[config.mk]
export PLATFORM = sky130hd
export DESIGN_NAME = mr1_top
export DESIGN_NICKNAME = d
export VERILOG_FILES = /design/src/logic/mr1_pkg.sv /design/src/logic/mr1_dly_if.sv /design/src/logic/mr1_cmd_delay.sv /design/src/logic/mr1_top.sv
export SDC_FILE = /design/constraint.sdc
export NUM_CORES = 1
export LEC_CHECK = 0
export BUFFER_PORTS_ARGS = -buffer_cell sky130_fd_sc_hd__buf_2
export CORE_ASPECT_RATIO = 1.2
export CORE_MARGIN = 2
export CORE_UTILIZATION = 35
export CTS_CLUSTER_DIAMETER = 150
export CTS_CLUSTER_SIZE = 28
export DETAILED_ROUTE_END_ITERATION = 10
export PLACE_DENSITY = 0.58
export SETUP_SLACK_MARGIN = 0.05
export SLEW_MARGIN = 20
export SYNTH_ARGS = -nofsm -noshare
export SYNTH_HDL_FRONTEND = slang
export SYNTH_HIERARCHICAL = 1
export SYNTH_SLANG_ARGS = --single-unit
[constraint.sdc]
create_clock -name clk_in -period 3.45 [get_ports clk_in]
set_input_delay 0.1725 -clock clk_in [delete_from_list [all_inputs] [get_ports clk_in]]
set_output_delay 0.1725 -clock clk_in [all_outputs]
set_load 0.01 [all_outputs]
[src/logic/mr1_pkg.sv]
`default_nettype none
package mr1_pkg;
   localparam int MR_W = 19;
   localparam int ADDR_W = 16;
   localparam int BA_W = 3;
   localparam logic [2:0] BA_MR0 = 3'h0;
   localparam logic [2:0] BA_MR1 = 3'h1;
   localparam int MR0_DLL_RST_BIT = 8;
   localparam int DLL_EN_BIT = 0;
   localparam logic DLL_EN_LEVEL = 1'h0;
   localparam int DS_HI_BIT = 5;
   localparam int DS_LO_BIT = 1;
   localparam int RTT_B2 = 9;
   localparam int RTT_B1 = 6;
   localparam int RTT_B0 = 2;
   localparam int AL_HI_BIT = 4;
   localparam int AL_LO_BIT = 3;
   localparam int WL_BIT = 7;
   localparam int TDQS_BIT = 11;
   localparam int QOFF_BIT = 12;
   localparam logic [18:0] RSVD_MASK = 19'h4E500;
   localparam logic [18:0] MR1_RESET = 19'h00000;
   localparam logic [1:0] AL_ZERO = 2'h0;
   localparam logic [1:0] AL_CL_M1 = 2'h1;
   localparam logic [1:0] AL_CL_M2 = 2'h2;
   localparam logic [2:0] RTT_OFF = 3'h0;
   localparam logic [2:0] RTT_MAX_WR = 3'h3;
   localparam logic [3:0] DIV_RTT1 = 4'h4;
   localparam logic [3:0] DIV_RTT2 = 4'h2;
   localparam logic [3:0] DIV_RTT3 = 4'h6;
   localparam logic [3:0] DIV_RTT4 = 4'hC;
   localparam logic [3:0] DIV_RTT5 = 4'h8;
   localparam logic [3:0] LAT_DLL_OFF = 4'h6;
   localparam int DLL_LOCK_CK = 512;
   localparam int BURST_CK = 4;
   localparam int DLY_DEPTH = 16;
   typedef enum logic [1:0] {
      MR1_DLL_OFF     = 2'h0,
      MR1_DLL_LOCKING = 2'h1,
      MR1_DLL_LOCKED  = 2'h3,
      MR1_DLL_SUSP    = 2'h2
   } mr1_dll_e;
endpackage
`default_nettype wire

[src/logic/mr1_dly_if.sv]
`timescale 1ns/1ps
`default_nettype none
interface mr1_dly_if;
   logic       step;
   logic [1:0] cmd;
   logic [3:0] delay;
   logic [1:0] release_cmd;
   modport src (output step, output cmd, output delay, input release_cmd);
   modport dly (input step, input cmd, input delay, output release_cmd);
endinterface
`default_nettype wire

[src/logic/mr1_cmd_delay.sv]
`timescale 1ns/1ps
`default_nettype none
module mr1_cmd_delay #(
   parameter int DEPTH = mr1_pkg::DLY_DEPTH
) (
   input  wire logic clk_in,
   input  wire logic rst_n_in,
   mr1_dly_if.dly    port_in
);
   localparam int AW = $clog2(DEPTH);
   logic [1:0]    mem [DEPTH];
   logic [AW-1:0] wr_ptr;
   logic [AW-1:0] rd_ptr;
   logic [1:0]    rd_word;

   assign rd_ptr = wr_ptr - AW'(port_in.delay);
   assign rd_word = (port_in.delay == 4'h0) ? port_in.cmd : mem[rd_ptr];

   always_ff @(posedge clk_in) begin
      // a command released at once is stored as empty, so a later rise in
      // the delay cannot release it a second time
      if (port_in.step) begin
         mem[wr_ptr] <= (port_in.delay == 4'h0) ? 2'h0 : port_in.cmd;
      end
   end

   always_ff @(posedge clk_in or negedge rst_n_in) begin
      if (!rst_n_in) begin
         wr_ptr <= '0;
         port_in.release_cmd <= 2'h0;
      end else begin
         port_in.release_cmd <= port_in.step ? rd_word : 2'h0;
         if (port_in.step) begin
            wr_ptr <= wr_ptr + 1'b1;
         end
      end
   end

   zero_delay_a: assert property (@(posedge clk_in) disable iff (!rst_n_in)
      port_in.step && port_in.delay == 4'h0 |=> port_in.release_cmd == $past(port_in.cmd))
      else $error("command with zero delay not released at once");
endmodule
`default_nettype wire

[src/logic/mr1_top.sv]
`timescale 1ns/1ps
`default_nettype none
// How it works
// - mode register set to register one stores bits until rewrite or reset pin.
// - rewriting the mode register never touches stored array data.
// - write leveling with outputs on allows only write-capable termination values.
// - enabled DLL stops on self refresh entry, restarts with reset on exit.
// - disabled DLL stays off after self refresh until enabled and reset.
// - DLL off forbids termination and forces cas read and write latency to six; additive latency still adds on top.
// - bit 12 set tri-states all data and strobe outputs.
// - bit 11 routes strobe termination to termination pair and drops data mask.
// - dynamic termination replaces nominal value during a write burst.
// - nonzero termination field lets the termination pin switch termination.
// - bit 7 places the device in write leveling mode.
// - additive latency field gives zero, latency minus one or minus two.
// - commands release after additive latency; read and write latencies add it.
// - DLL reset waits 512 link clocks before the DLL counts as locked.
module mr1_top (
   input  wire logic        clk_in,
   input  wire logic        rst_n_in,
   input  wire logic        ck_in,
   input  wire logic        pin_reset_n_in,
   input  wire logic        cke_in,
   input  wire logic        cs_n_in,
   input  wire logic        ras_n_in,
   input  wire logic        cas_n_in,
   input  wire logic        we_n_in,
   input  wire logic [2:0]  ba_in,
   input  wire logic [15:0] addr_in,
   input  wire logic        odt_in,
   input  wire logic [3:0]  cas_latency_in,
   input  wire logic [3:0]  cas_write_latency_in,
   input  wire logic        dyn_odt_en_in,
   output logic [18:0]      mode_register_one_out,
   output logic             dll_running_out,
   output logic             dll_locked_out,
   output logic             self_refresh_out,
   output logic [1:0]       drive_strength_out,
   output logic             dq_oe_n_out,
   output logic             dm_enable_out,
   output logic             tdqs_term_en_out,
   output logic             rtt_on_out,
   output logic             rtt_use_wr_out,
   output logic [3:0]       rtt_divisor_out,
   output logic             write_level_out,
   output logic [4:0]       read_latency_out,
   output logic [4:0]       write_latency_out,
   output logic             read_release_out,
   output logic             write_release_out
);
   localparam int PW = 27;
   logic [PW-1:0]          pin_s1;
   logic [PW-1:0]          pin_s2;
   logic                   ck_prev;
   logic                   cke_prev;
   logic                   tick;
   logic                   s_ck;
   logic                   s_rst_n;
   logic                   s_cke;
   logic                   s_cs_n;
   logic                   s_ras_n;
   logic                   s_cas_n;
   logic                   s_we_n;
   logic                   s_odt;
   logic [2:0]             s_ba;
   logic [15:0]            s_addr;
   logic                   cmd_mrs;
   logic                   cmd_ref;
   logic                   cmd_rd;
   logic                   cmd_wr;
   logic                   mrs_mr1;
   logic                   dll_rst_cmd;
   logic                   sr_entry;
   logic                   sr_exit;
   logic [18:0]            mr1;
   logic [18:0]            next_mr1;
   logic                   dll_enabled;
   mr1_pkg::mr1_dll_e      dll_state;
   logic [9:0]             lock_cnt;
   logic [2:0]             rtt_code;
   logic                   rtt_allowed;
   logic [3:0]             next_div;
   logic [1:0]             al_code;
   logic [3:0]             cl_eff;
   logic [3:0]             cwl_eff;
   logic [4:0]             al_val;
   logic [2:0]             wr_busy;
   mr1_dly_if              dly ();

   // every pin sampled by two flip-flops before use
   always_ff @(posedge clk_in or negedge rst_n_in) begin
      if (!rst_n_in) begin
         pin_s1 <= '0;
         pin_s2 <= '0;
         ck_prev <= 1'b0;
      end else begin
         pin_s1 <= {ck_in, pin_reset_n_in, cke_in, cs_n_in, ras_n_in, cas_n_in,
                    we_n_in, odt_in, ba_in, addr_in};
         pin_s2 <= pin_s1;
         ck_prev <= s_ck;
      end
   end

   assign {s_ck, s_rst_n, s_cke, s_cs_n, s_ras_n, s_cas_n, s_we_n, s_odt,
           s_ba, s_addr} = pin_s2;
   assign tick = s_ck && !ck_prev;

   assign cmd_mrs = tick && !s_cs_n && !s_ras_n && !s_cas_n && !s_we_n;
   assign cmd_ref = tick && !s_cs_n && !s_ras_n && !s_cas_n && s_we_n;
   assign cmd_rd = tick && s_cke && !s_cs_n && s_ras_n && !s_cas_n && s_we_n;
   assign cmd_wr = tick && s_cke && !s_cs_n && s_ras_n && !s_cas_n && !s_we_n;
   assign mrs_mr1 = cmd_mrs && s_ba == mr1_pkg::BA_MR1;
   assign dll_rst_cmd = cmd_mrs && s_ba == mr1_pkg::BA_MR0
                        && s_addr[mr1_pkg::MR0_DLL_RST_BIT];
   assign sr_entry = cmd_ref && cke_prev && !s_cke && !self_refresh_out;
   assign sr_exit = tick && s_cke && self_refresh_out;

   // register image: ba bits land on 18:16, address on 15:0
   assign next_mr1 = {s_ba, s_addr};

   // stored until rewritten or the reset pin falls; no array access here
   always_ff @(posedge clk_in or negedge rst_n_in) begin
      if (!rst_n_in) begin
         mr1 <= mr1_pkg::MR1_RESET;
      end else if (!s_rst_n) begin
         mr1 <= mr1_pkg::MR1_RESET;
      end else if (mrs_mr1) begin
         mr1 <= next_mr1;
      end
   end

   always_ff @(posedge clk_in or negedge rst_n_in) begin
      if (!rst_n_in) begin
         cke_prev <= 1'b0;
         self_refresh_out <= 1'b0;
      end else if (!s_rst_n) begin
         cke_prev <= 1'b0;
         self_refresh_out <= 1'b0;
      end else if (tick) begin
         cke_prev <= s_cke;
         if (sr_entry) begin
            self_refresh_out <= 1'b1;
         end else if (sr_exit) begin
            self_refresh_out <= 1'b0;
         end
      end
   end

   assign dll_enabled = mr1[mr1_pkg::DLL_EN_BIT] == mr1_pkg::DLL_EN_LEVEL;

   always_ff @(posedge clk_in or negedge rst_n_in) begin
      if (!rst_n_in) begin
         dll_state <= mr1_pkg::MR1_DLL_OFF;
         lock_cnt <= '0;
      end else if (!s_rst_n) begin
         dll_state <= mr1_pkg::MR1_DLL_OFF;
         lock_cnt <= '0;
      end else begin
         unique case (dll_state)
            mr1_pkg::MR1_DLL_OFF: begin
               if (dll_rst_cmd && dll_enabled) begin
                  dll_state <= mr1_pkg::MR1_DLL_LOCKING;
                  lock_cnt <= '0;
               end
            end
            mr1_pkg::MR1_DLL_LOCKING: begin
               if (sr_entry) begin
                  dll_state <= mr1_pkg::MR1_DLL_SUSP;
               end else if (!dll_enabled) begin
                  dll_state <= mr1_pkg::MR1_DLL_OFF;
               end else if (dll_rst_cmd) begin
                  lock_cnt <= '0;
               end else if (tick && s_cke) begin
                  if (lock_cnt == 10'(mr1_pkg::DLL_LOCK_CK - 1)) begin
                     dll_state <= mr1_pkg::MR1_DLL_LOCKED;
                  end
                  lock_cnt <= lock_cnt + 10'h001;
               end
            end
            mr1_pkg::MR1_DLL_LOCKED: begin
               if (sr_entry) begin
                  dll_state <= mr1_pkg::MR1_DLL_SUSP;
               end else if (!dll_enabled) begin
                  dll_state <= mr1_pkg::MR1_DLL_OFF;
               end else if (dll_rst_cmd) begin
                  dll_state <= mr1_pkg::MR1_DLL_LOCKING;
                  lock_cnt <= '0;
               end
            end
            mr1_pkg::MR1_DLL_SUSP: begin
               if (sr_exit) begin
                  dll_state <= mr1_pkg::MR1_DLL_LOCKING;
                  lock_cnt <= '0;
               end
            end
         endcase
      end
   end

   assign dll_running_out = dll_state == mr1_pkg::MR1_DLL_LOCKING
                            || dll_state == mr1_pkg::MR1_DLL_LOCKED;
   assign dll_locked_out = dll_state == mr1_pkg::MR1_DLL_LOCKED;

   assign rtt_code = {mr1[mr1_pkg::RTT_B2], mr1[mr1_pkg::RTT_B1], mr1[mr1_pkg::RTT_B0]};
   // leveling with outputs enabled keeps only the write-capable codes
   assign rtt_allowed = !mr1[mr1_pkg::WL_BIT] || mr1[mr1_pkg::QOFF_BIT]
                        || rtt_code <= mr1_pkg::RTT_MAX_WR;

   always_comb begin
      unique case (rtt_code)
         3'h1: next_div = mr1_pkg::DIV_RTT1;
         3'h2: next_div = mr1_pkg::DIV_RTT2;
         3'h3: next_div = mr1_pkg::DIV_RTT3;
         3'h4: next_div = mr1_pkg::DIV_RTT4;
         3'h5: next_div = mr1_pkg::DIV_RTT5;
         default: next_div = 4'h0;
      endcase
   end

   always_ff @(posedge clk_in or negedge rst_n_in) begin
      if (!rst_n_in) begin
         wr_busy <= '0;
      end else if (write_release_out) begin
         wr_busy <= 3'(mr1_pkg::BURST_CK);
      end else if (tick && wr_busy != 3'h0) begin
         wr_busy <= wr_busy - 3'h1;
      end
   end

   // termination and pad control
   always_ff @(posedge clk_in or negedge rst_n_in) begin
      if (!rst_n_in) begin
         drive_strength_out <= 2'h0;
         dq_oe_n_out <= 1'b0;
         dm_enable_out <= 1'b1;
         tdqs_term_en_out <= 1'b0;
         rtt_on_out <= 1'b0;
         rtt_use_wr_out <= 1'b0;
         rtt_divisor_out <= 4'h0;
         write_level_out <= 1'b0;
      end else begin
         drive_strength_out <= {mr1[mr1_pkg::DS_HI_BIT], mr1[mr1_pkg::DS_LO_BIT]};
         dq_oe_n_out <= mr1[mr1_pkg::QOFF_BIT];
         dm_enable_out <= !mr1[mr1_pkg::TDQS_BIT];
         tdqs_term_en_out <= mr1[mr1_pkg::TDQS_BIT] && rtt_on_out;
         rtt_on_out <= rtt_code != mr1_pkg::RTT_OFF && s_odt && rtt_allowed
                       && dll_enabled && !self_refresh_out;
         rtt_use_wr_out <= dyn_odt_en_in && wr_busy != 3'h0
                           && !mr1[mr1_pkg::WL_BIT];
         rtt_divisor_out <= rtt_allowed ? next_div : 4'h0;
         write_level_out <= mr1[mr1_pkg::WL_BIT];
      end
   end

   assign al_code = {mr1[mr1_pkg::AL_HI_BIT], mr1[mr1_pkg::AL_LO_BIT]};
   assign cl_eff = dll_enabled ? cas_latency_in : mr1_pkg::LAT_DLL_OFF;
   assign cwl_eff = dll_enabled ? cas_write_latency_in : mr1_pkg::LAT_DLL_OFF;

   always_comb begin
      unique case (al_code)
         mr1_pkg::AL_CL_M1: al_val = 5'(cl_eff) - 5'h01;
         mr1_pkg::AL_CL_M2: al_val = 5'(cl_eff) - 5'h02;
         default: al_val = 5'h00;
      endcase
   end

   always_ff @(posedge clk_in or negedge rst_n_in) begin
      if (!rst_n_in) begin
         read_latency_out <= 5'h00;
         write_latency_out <= 5'h00;
      end else begin
         read_latency_out <= al_val + 5'(cl_eff);
         write_latency_out <= al_val + 5'(cwl_eff);
      end
   end

   assign dly.step = tick;
   assign dly.cmd = {cmd_wr, cmd_rd};
   assign dly.delay = al_val[3:0];

   mr1_cmd_delay #(
      .DEPTH   (mr1_pkg::DLY_DEPTH)
   ) u_delay (
      .clk_in   (clk_in),
      .rst_n_in (rst_n_in),
      .port_in  (dly.dly)
   );

   assign read_release_out = dly.release_cmd[0];
   assign write_release_out = dly.release_cmd[1];
   assign mode_register_one_out = mr1;

   mrs_store_a: assert property (@(posedge clk_in) disable iff (!rst_n_in)
      mrs_mr1 && s_rst_n |=> mr1 == $past(next_mr1))
      else $error("register one not loaded by mode set");
   pin_reset_a: assert property (@(posedge clk_in) disable iff (!rst_n_in)
      !s_rst_n |=> mr1 == mr1_pkg::MR1_RESET && !dll_running_out)
      else $error("reset pin did not clear register");
   qoff_pads_a: assert property (@(posedge clk_in) disable iff (!rst_n_in)
      ##1 dq_oe_n_out == $past(mr1[mr1_pkg::QOFF_BIT]))
      else $error("output disable not followed");
   tdqs_mask_a: assert property (@(posedge clk_in) disable iff (!rst_n_in)
      mr1[mr1_pkg::TDQS_BIT] |=> !dm_enable_out)
      else $error("data mask active with termination strobe");
   sr_stop_a: assert property (@(posedge clk_in) disable iff (!rst_n_in)
      sr_entry && s_rst_n |=> !dll_running_out ##0 self_refresh_out)
      else $error("DLL still running in self refresh");
   sr_restart_a: assert property (@(posedge clk_in) disable iff (!rst_n_in)
      sr_exit && dll_state == mr1_pkg::MR1_DLL_SUSP && s_rst_n
      |=> dll_running_out && !dll_locked_out && lock_cnt == 10'h000)
      else $error("DLL not reset on self refresh exit");
   sr_keep_off_a: assert property (@(posedge clk_in) disable iff (!rst_n_in)
      sr_exit && dll_state == mr1_pkg::MR1_DLL_OFF |=> !dll_running_out)
      else $error("disabled DLL woke after self refresh");
   dll_off_odt_a: assert property (@(posedge clk_in) disable iff (!rst_n_in)
      !dll_enabled ##1 !dll_enabled |-> !rtt_on_out && read_latency_out >= 5'h06)
      else $error("termination or latency wrong with DLL off");
   level_rtt_a: assert property (@(posedge clk_in) disable iff (!rst_n_in)
      mr1[mr1_pkg::WL_BIT] && !mr1[mr1_pkg::QOFF_BIT] && rtt_code > mr1_pkg::RTT_MAX_WR
      ##1 $stable(mr1) |-> !rtt_on_out)
      else $error("non-write termination used in leveling");
   lock_wait_a: assert property (@(posedge clk_in) disable iff (!rst_n_in)
      $rose(dll_locked_out) |-> $past(lock_cnt) == 10'(mr1_pkg::DLL_LOCK_CK - 1))
      else $error("DLL locked before 512 link clocks");
   read_lat_a: assert property (@(posedge clk_in) disable iff (!rst_n_in)
      rst_n_in && $stable(mr1) && $stable(cas_latency_in) ##1 $stable(mr1)
      && $stable(cas_latency_in) |-> read_latency_out == 5'(cl_eff)
      + (al_code == mr1_pkg::AL_CL_M1 ? 5'(cl_eff) - 5'h01
      : al_code == mr1_pkg::AL_CL_M2 ? 5'(cl_eff) - 5'h02 : 5'h00))
      else $error("read latency not additive plus cas");

   mrs_seen_c: cover property (@(posedge clk_in) disable iff (!rst_n_in) mrs_mr1);
   sr_cycle_c: cover property (@(posedge clk_in) disable iff (!rst_n_in)
      sr_exit && dll_state == mr1_pkg::MR1_DLL_SUSP);
   lock_done_c: cover property (@(posedge clk_in) disable iff (!rst_n_in) $rose(dll_locked_out));
   posted_rd_c: cover property (@(posedge clk_in) disable iff (!rst_n_in)
      read_release_out && al_val != 5'h00);
endmodule
`default_nettype wire

==> flow_summary.yaml, run 1 <==
run_status:
  status: "finished clean"
setup_path:
  startpoint_type: "register"
  cp_max_fo: 8
  path_delay_family: "adder cells"
  crit_arrival_ps: 3530
  cp_cell_sequence: "or2_2 > inv_1 > ha_1 > nand2b_1 > nand2_1 > nand2_1 > inv_2 > inv_1 > fa_2 > mux4_1 > mux2i_1 > a221oi_1"
  critPathRequiredTime_ps: 3720
  cp-end-kind: "register"
  critPathSlowestCell: "fa_2"
  crit_buf_inv: 3
  crit_type: "register to register"
  max_stage_delay_ps: 680
sta:
  rsz0062_at_grt: "no"
  fin_worst_skew_ps: 7.626
  tightest_slew_ps: 933.7
  setup_viol_count_final: 0
  layout_min_cycle_time_ps: 3253
  relSlewSlack: 0.3733
  hold_viol: 0
  fmax_ghz: 0.3074
  post-route-period-util: 0.9429
  drv_slew: 0
  finalSetupTns_ps: 0
grt:
  grt_max_degree: 87
  grt_pass1_wl_mm: 21.40
  gr-total-overflow: 0
  grt_antenna_before_repair: 0
  grt_pass1_vias: 4241
  grt.total_usage: 0.1444
synthesis:
  synth_seq_cells: 150
  syn_inst: 494
  async_reset_ff_frac: 0.7867
  yosysSeqAreaShare: 0.6217
  synth_ff_type: "dfrtp_1"
  yosysUniqueCellTypes: 60
  synth_area_um2: 6297
  syn_avg_cell_area_um2: 12.75
  synth_enable_flop_cells: 32
  yosysWarnings: 6
  syn-num-nets: 558
min_path:
  hp-class: "input port to register"
cells_and_area:
  final_cells: 853
  nets: 684
  drive_gt1_frac: 0.2338
  area_growth_pct: 25.19
  num_antenna_cells: 0
run:
  drv_cap: 0
detailed_routing:
  drcViolationCount: 0
  ant_nets: 0
  drt-initial-drc-count: 297
  totalWireLength_mm: 13.17
  routedWlPerCell_um: 15.44
  avgViaCountPerCell: 4.866
  vias: 4151
  dr.pass1.iters: 4
clock_tree:
  root_buffer: "clkbuf_16"
  htreeDepth: 4
  cts_tree: "built"
  clk_latency_ps: 420
  cts.sinks: 150
  clkTransAtPathRegs_ps: 60
  clk_path_buf_depth: 2
  cts_buffers: 17
floorplan:
  coreArea_um2: 17570
  fp.dieH_um: 150.9
  dieWidth_um: 126.5
  fp.dieArea_um2: 19090
  io_pins: 84
  start_util: 0.3583
  rows: 53
power:
  powerDensity_nw_per_um2: 557.5
  vdd_ir_drop_max_v: 0.0003071
  p_switching_uw: 1151
  p_clk_frac: 0.410
  p_sw_frac: 0.2619
  power.sequential.fraction: 0.456
  p_int_uw: 3244
  pwr-share-comb: 0.133
  leakagePower_uw: 0.003452
place:
  gp_congestion: 0.7824
  dp_hpwl_mm: 9.144
  port_buffers: 82
  placed_cells: 791
placed cells by master, fill, tap and decap left out, drive strengths merged, types with 13 or more instances in the layout:
| cell | instances |
|---|---|
| a21boi | 17 |
| a21oi | 15 |
| and3 | 13 |
| buf | 94 |
| clkbuf | 19 |
| dfrtp | 117 |
| dlygate4sd3 | 29 |
| edfxtp | 32 |
| ha | 23 |
| inv | 30 |
| nand2 | 57 |
| nor2 | 27 |
| o21ai | 13 |
synthesized netlist by cell type, drive strengths merged, types with 2 or more instances:
library cell | number | area [µm²]
a21oi | 15 | 75.07
nand2b | 11 | 68.82
a211oi | 2 | 20.02
a21o | 2 | 15.01
nor4 | 4 | 31.28
or2 | 5 | 31.28
o21a | 3 | 22.52
ha | 23 | 287.8
nor2b | 11 | 68.82
nand2 | 57 | 214.0
edfxtp | 32 | 960.9
nand3b | 4 | 30.03
nand4 | 3 | 18.77
xor2 | 4 | 53.81
inv | 26 | 97.59
and3 | 13 | 81.33
or3 | 2 | 12.51
a31oi | 4 | 25.02
nor3 | 4 | 31.28
fa | 3 | 60.06
nor2 | 27 | 101.4
buf | 6 | 35.03
nor3b | 5 | 37.54
xnor2 | 11 | 96.34
o21ai | 13 | 65.06
mux4 | 8 | 210.2
or4 | 3 | 22.52
mux2i | 5 | 50.05
or3b | 2 | 20.02
and2 | 7 | 43.79
a221oi | 2 | 23.77
nand3 | 9 | 45.04
dfrtp | 117 | 2928
clkbuf | 10 | 47.54
a21boi | 17 | 127.6
o31ai | 9 | 67.56
a2111oi | 2 | 36.29
cell type report:
| type | count | area [µm²] |
|---|---|---|
| fillers | 1571 | 9689 |
| flip-flops and latches | 150 | 3916 |
| multi-input cells | 302 | 2222 |
| repair buffers | 123 | 797.0 |
| clock buffers | 19 | 454.2 |
| well taps | 220 | 275.3 |
| clock inverters | 13 | 121.4 |
| inverters | 26 | 97.59 |
repair_timing:
action	CTS	global route
pin swaps	0	2
endpoints found under the setup margin	2	34
buffers inserted	0	1
hold buffers	28	1
hold endpoints to repair	28	84
gates resized for setup	1	5
cell families (layout without fill, tap and decap cells):
family | count (synthesis) | count (layout) | synth area share
adder cells (fa/ha/maj) | 26 | 26 | 0.05524
AND/OR/NAND/NOR | 169 | 169 | 0.1401
flip-flops | 150 | 150 | 0.6217
multiplexers | 13 | 13 | 0.04133
buffers and inverters | 42 | 181 | 0.02861
XOR/XNOR | 15 | 15 | 0.02384
AO/OA/AOI/OAI | 78 | 78 | 0.08861
other | 1 | 1 | 0.0005955
state kept, by name (all words and copies together) (netlist names):
name,cells
write_level_out,1
pin_s2,27
write_latency_out,5
wr_busy,3
drive_strength_out,2
u_delay/port_in.release_cmd,2
mode_register_one_out,19
rtt_use_wr_out,1
rtt_on_out,1
u_delay/wr_ptr,4
lock_cnt,10
pin_s1,27
dll_state,2
cke_prev,1
self_refresh_out,1
rtt_divisor_out,3
dq_oe_n_out,1
read_latency_out,5
tdqs_term_en_out,1
dm_enable_out,1
ck_prev,1
u_delay/mem,32
power groups by stage:
stage	clock, µW	combinational, µW	sequential (µW)
3_5_place_dp	0	556	2040
5_1_grt	1920	652	2020
6_report	1800	586	2000
4_1_cts	1840	587	2010
2_1_floorplan	0	446	1990
3_3_place_gp	0	527	2040
metal layers:
| metal | part of all wire | routed length, µm | GRT usage | up-vias |
|---|---|---|---|---|
| met5 | 0 | 0 | 0 | - |
| met3 | 0.064 | 838 | 0.04804 | 13 |
| met1 | 0.43 | 5661 | 0.1728 | 2027 |
| met4 | 0.012 | 155 | 0.04945 | 0 |
| li1 | - | - | - | 1987 |
| met2 | 0.49 | 6517 | 0.2452 | 124 |
worst register-to-register path: stages (launching register included):
cell and delay [ps]:
dfrtp_2 450, or2_2 320, inv_1 90, ha_1 220
nand2b_1 140, nand2_1 70, nand2_1 80, inv_2 100
inv_1 70, fa_2 680, mux4_1 610, mux2i_1 170
a221oi_1 110
stage by stage:
stage | worst slack, ps | power [µW] | hold slack (ps) | util | area, µm²
2_1_floorplan | 61.41 | 2437 | -123.1 | - | 6300
3_3_place_gp | 138.6 | 2563 | 280.1 | 0.3976 | 6987
3_5_place_dp | 13.43 | 2595 | 281.8 | 0.3976 | 6987
4_1_cts | 107.1 | 4430 | 8.790 | 0.4464 | 7845
5_1_grt | 45.96 | 4593 | 145.9 | 0.4486 | 7884
6_report | 197.1 | 4395 | 127.0 | 0.4486 | 7884
path summary, 6_finish.rpt:
kind | cells past startpoint | endpoint | from | slack [ps]
hold reg to reg | 0 | pin_s2[6]$_DFF_PN0_ | pin_s1[6]$_DFF_PN0_ | 350
hold / removal | 3 | write_latency_out[0]$_DFF_PN0_ | cas_write_latency_in[0] | 130
setup reg to reg | 12 | u_delay/port_in.release_cmd[0]$_DFF_PN0_ | mode_register_one_out[0]$_DFFE_PN0P_ | 200
setup / recovery | 12 | u_delay/port_in.release_cmd[0]$_DFF_PN0_ | mode_register_one_out[0]$_DFFE_PN0P_ | 200
min in group asynchronous | 2 | pin_s1[5]$_DFF_PN0_ | rst_n_in | 390
max in group asynchronous | 3 | dm_enable_out$_DFF_PN1_ | rst_n_in | 2290
Note: power is estimated with default switching activity, not from simulation.
==> run 2, diff against run 1 <==
--- a/config.mk
+++ b/config.mk
@@ -13,6 +13,7 @@
 export CTS_CLUSTER_SIZE = 28
 export DETAILED_ROUTE_END_ITERATION = 10
 export PLACE_DENSITY = 0.58
+export REMOVE_ABC_BUFFERS = 1
 export SETUP_SLACK_MARGIN = 0.05
 export SLEW_MARGIN = 20
 export SYNTH_ARGS = -nofsm -noshare
==> run 2 against run 1 <==
Total power grew 1.6%. Core utilization increased by 0.17 points. Flip-flop and latch count did not move. Worst hold slack worse by 1.5 ps. Die area did not move. Non-clock buffer count down 1. Sequential power is essentially flat. Via count down 1.1%. Final area rose by 0.38%. Combinational power about the same.
==> flow_summary.yaml, run 2 (synthesis gave the netlist of run 1 again) <==
power:
  p_switching_uw: 1160
  pwr-share-comb: 0.131
  p_sw_frac: 0.2597
  leakagePower_uw: 0.003470
  powerDensity_nw_per_um2: 564.3
  power.sequential.fraction: 0.449
  vdd_ir_drop_max_v: 0.0004572
  p_clk_frac: 0.421
  p_int_uw: 3306
setup_path:
  crit_buf_inv: 3
  cp_common_cell: "inv_1"
  critPathSlowestCell: "fa_2"
  cp-end-kind: "register"
  critPathRequiredTime_ps: 3730
  max_stage_delay_ps: 720
  cp_cell_sequence: "or2_2 > inv_1 > ha_1 > nand2b_1 > nand2_1 > nand2_1 > inv_1 > inv_1 > fa_2 > mux4_1 > mux2i_1 > a221oi_1"
  path_delay_family: "adder cells"
  crit_arrival_ps: 3550
  cp_max_fo: 8
  startpoint_type: "register"
  crit_type: "register to register"
sta:
  setup_viol_count_final: 0
  post-route-period-util: 0.9475
  hold_viol: 0
  relSlewSlack: 0.4120
  fin_worst_skew_ps: 13.83
  layout_min_cycle_time_ps: 3269
  finalSetupTns_ps: 0
  drv_slew: 0
  fmax_ghz: 0.3059
  rsz0062_at_grt: "no"
  tightest_slew_ps: 882.0
detailed_routing:
  dr.pass1.iters: 6
  drt-initial-drc-count: 255
  ant_nets: 0
  routedWlPerCell_um: 15.27
  vias: 4107
  drcViolationCount: 0
  totalWireLength_mm: 13.01
  avgViaCountPerCell: 4.820
clock_tree:
  htreeDepth: 4
  root_buffer: "clkbuf_16"
  cts.sinks: 150
  clk_latency_ps: 430
  cts_tree: "built"
  clkTransAtPathRegs_ps: 70
  clk_path_buf_depth: 2
  cts_buffers: 17
run:
  drv_cap: 0
cells_and_area:
  nets: 683
  stdcell_area_um2: 7914
  largest_reg_flops: 32
  regMostFlops: "u_delay/mem"
  most-common-layout-cells: "dfrtp_1 (117), buf_2 (81), nand2_1 (57), edfxtp_1 (32), dlygate4sd3_1 (29)"
  ff_latch_area_um2: 3915
  largestRegisters: "u_delay/mem x32, pin_s1 x27, pin_s2 x27"
  fill_cells: 1581
  drive_gt1_frac: 0.2263
  num_antenna_cells: 0
  multiInputGateArea_um2: 2221
  final_common_cell: "dfrtp_1"
  area_growth_pct: 25.67
floorplan:
  coreArea_um2: 17570
  rows: 53
  io_pins: 84
  dieWidth_um: 126.5
  fp.dieH_um: 150.9
  fp.dieArea_um2: 19090
  start_util: 0.3583
grt:
  gr-total-overflow: 0
  grt.total_usage: 0.1448
  grt_max_degree: 70
  grt_pass1_vias: 4247
  grt_antenna_before_repair: 0
  grt_pass1_wl_mm: 21.48
min_path:
  hp-class: "input port to register"
place:
  place_area_um2: 6998
  dp_hpwl_mm: 9.026
  port_buffers: 82
  gp_congestion: 0.8902
run_status:
  status: "finished clean"
## run 2: final timing paths
kind | endpoint | cells after the start | slack [ps] | startpoint
worst max register to register | u_delay/port_in.release_cmd[0]$_DFF_PN0_ | 12 | 180 | mode_register_one_out[0]$_DFFE_PN0P_
max in group asynchronous | dm_enable_out$_DFF_PN1_ | 3 | 2220 | rst_n_in
min in group asynchronous | wr_busy[2]$_DFFE_PN0P_ | 2 | 420 | rst_n_in
worst min register to register | pin_s2[4]$_DFF_PN0_ | 0 | 350 | pin_s1[4]$_DFF_PN0_
worst max-delay path | u_delay/port_in.release_cmd[0]$_DFF_PN0_ | 12 | 180 | mode_register_one_out[0]$_DFFE_PN0P_
worst min-delay path | read_latency_out[4]$_DFF_PN0_ | 3 | 130 | cas_latency_in[3]
## run 2: what timing repair did
| item | in CTS | in global routing |
|---|---|---|
| setup buffers | 0 | 0 |
| setup endpoints to repair | 0 | 2 |
| hold endpoints to repair | 96 | 0 |
| gates resized for setup | 0 | 4 |
| hold buffers | 29 | 0 |
## run 2: per-stage QoR
| stage | utilization | instances | hold slack (ps) | worst slack, ps | total power [µW] |
|---|---|---|---|---|---|
| 2_1_floorplan | - | 478 | -123.1 | -15.07 | 2409 |
| 3_3_place_gp | 0.3982 | 791 | 280.6 | 196.6 | 2565 |
| 3_5_place_dp | 0.3982 | 791 | 281.8 | 98.13 | 2592 |
| 4_1_cts | 0.4493 | 852 | 94.42 | 70.50 | 4512 |
| 5_1_grt | 0.4503 | 852 | 115.6 | 45.49 | 4677 |
| 6_report | 0.4503 | 852 | 125.5 | 181.2 | 4466 |
## run 2: area by class of cell
type	count	share of cell area
Multi-Input combinational cell	302	0.2806
Clock inverter	13	0.02071
Timing Repair Buffer	122	0.1009
Inverter	26	0.01233
Tap cell	220	0.03478
Clock buffer	19	0.05597
Sequential cell	150	0.4947
## run 2: metal layers
layer  global-route usage  wire (µm)
met5                    0          0
met4              0.05989        275
met3              0.04521        575
met2               0.2358       6423
met1               0.1797       5735
## run 2: power by group through the flow
| stage | registers [µW] | clock network, µW | logic (µW) |
|---|---|---|---|
| 6_report | 2000 | 1880 | 584 |
| 5_1_grt | 2020 | 2000 | 654 |
| 4_1_cts | 2000 | 1920 | 588 |
| 3_5_place_dp | 2040 | 0 | 554 |
| 3_3_place_gp | 2030 | 0 | 530 |
| 2_1_floorplan | 2010 | 0 | 397 |
## run 2: worst register-to-register path: cells and delay by family (launching register included)
kind	cells	cell delay, ps
adder cells (fa/ha/maj)	2	950
multiplexers	2	770
AND/OR/NAND/NOR	4	620
flip-flops	1	450
buffers and inverters	3	260
AO/OA/AOI/OAI	1	90
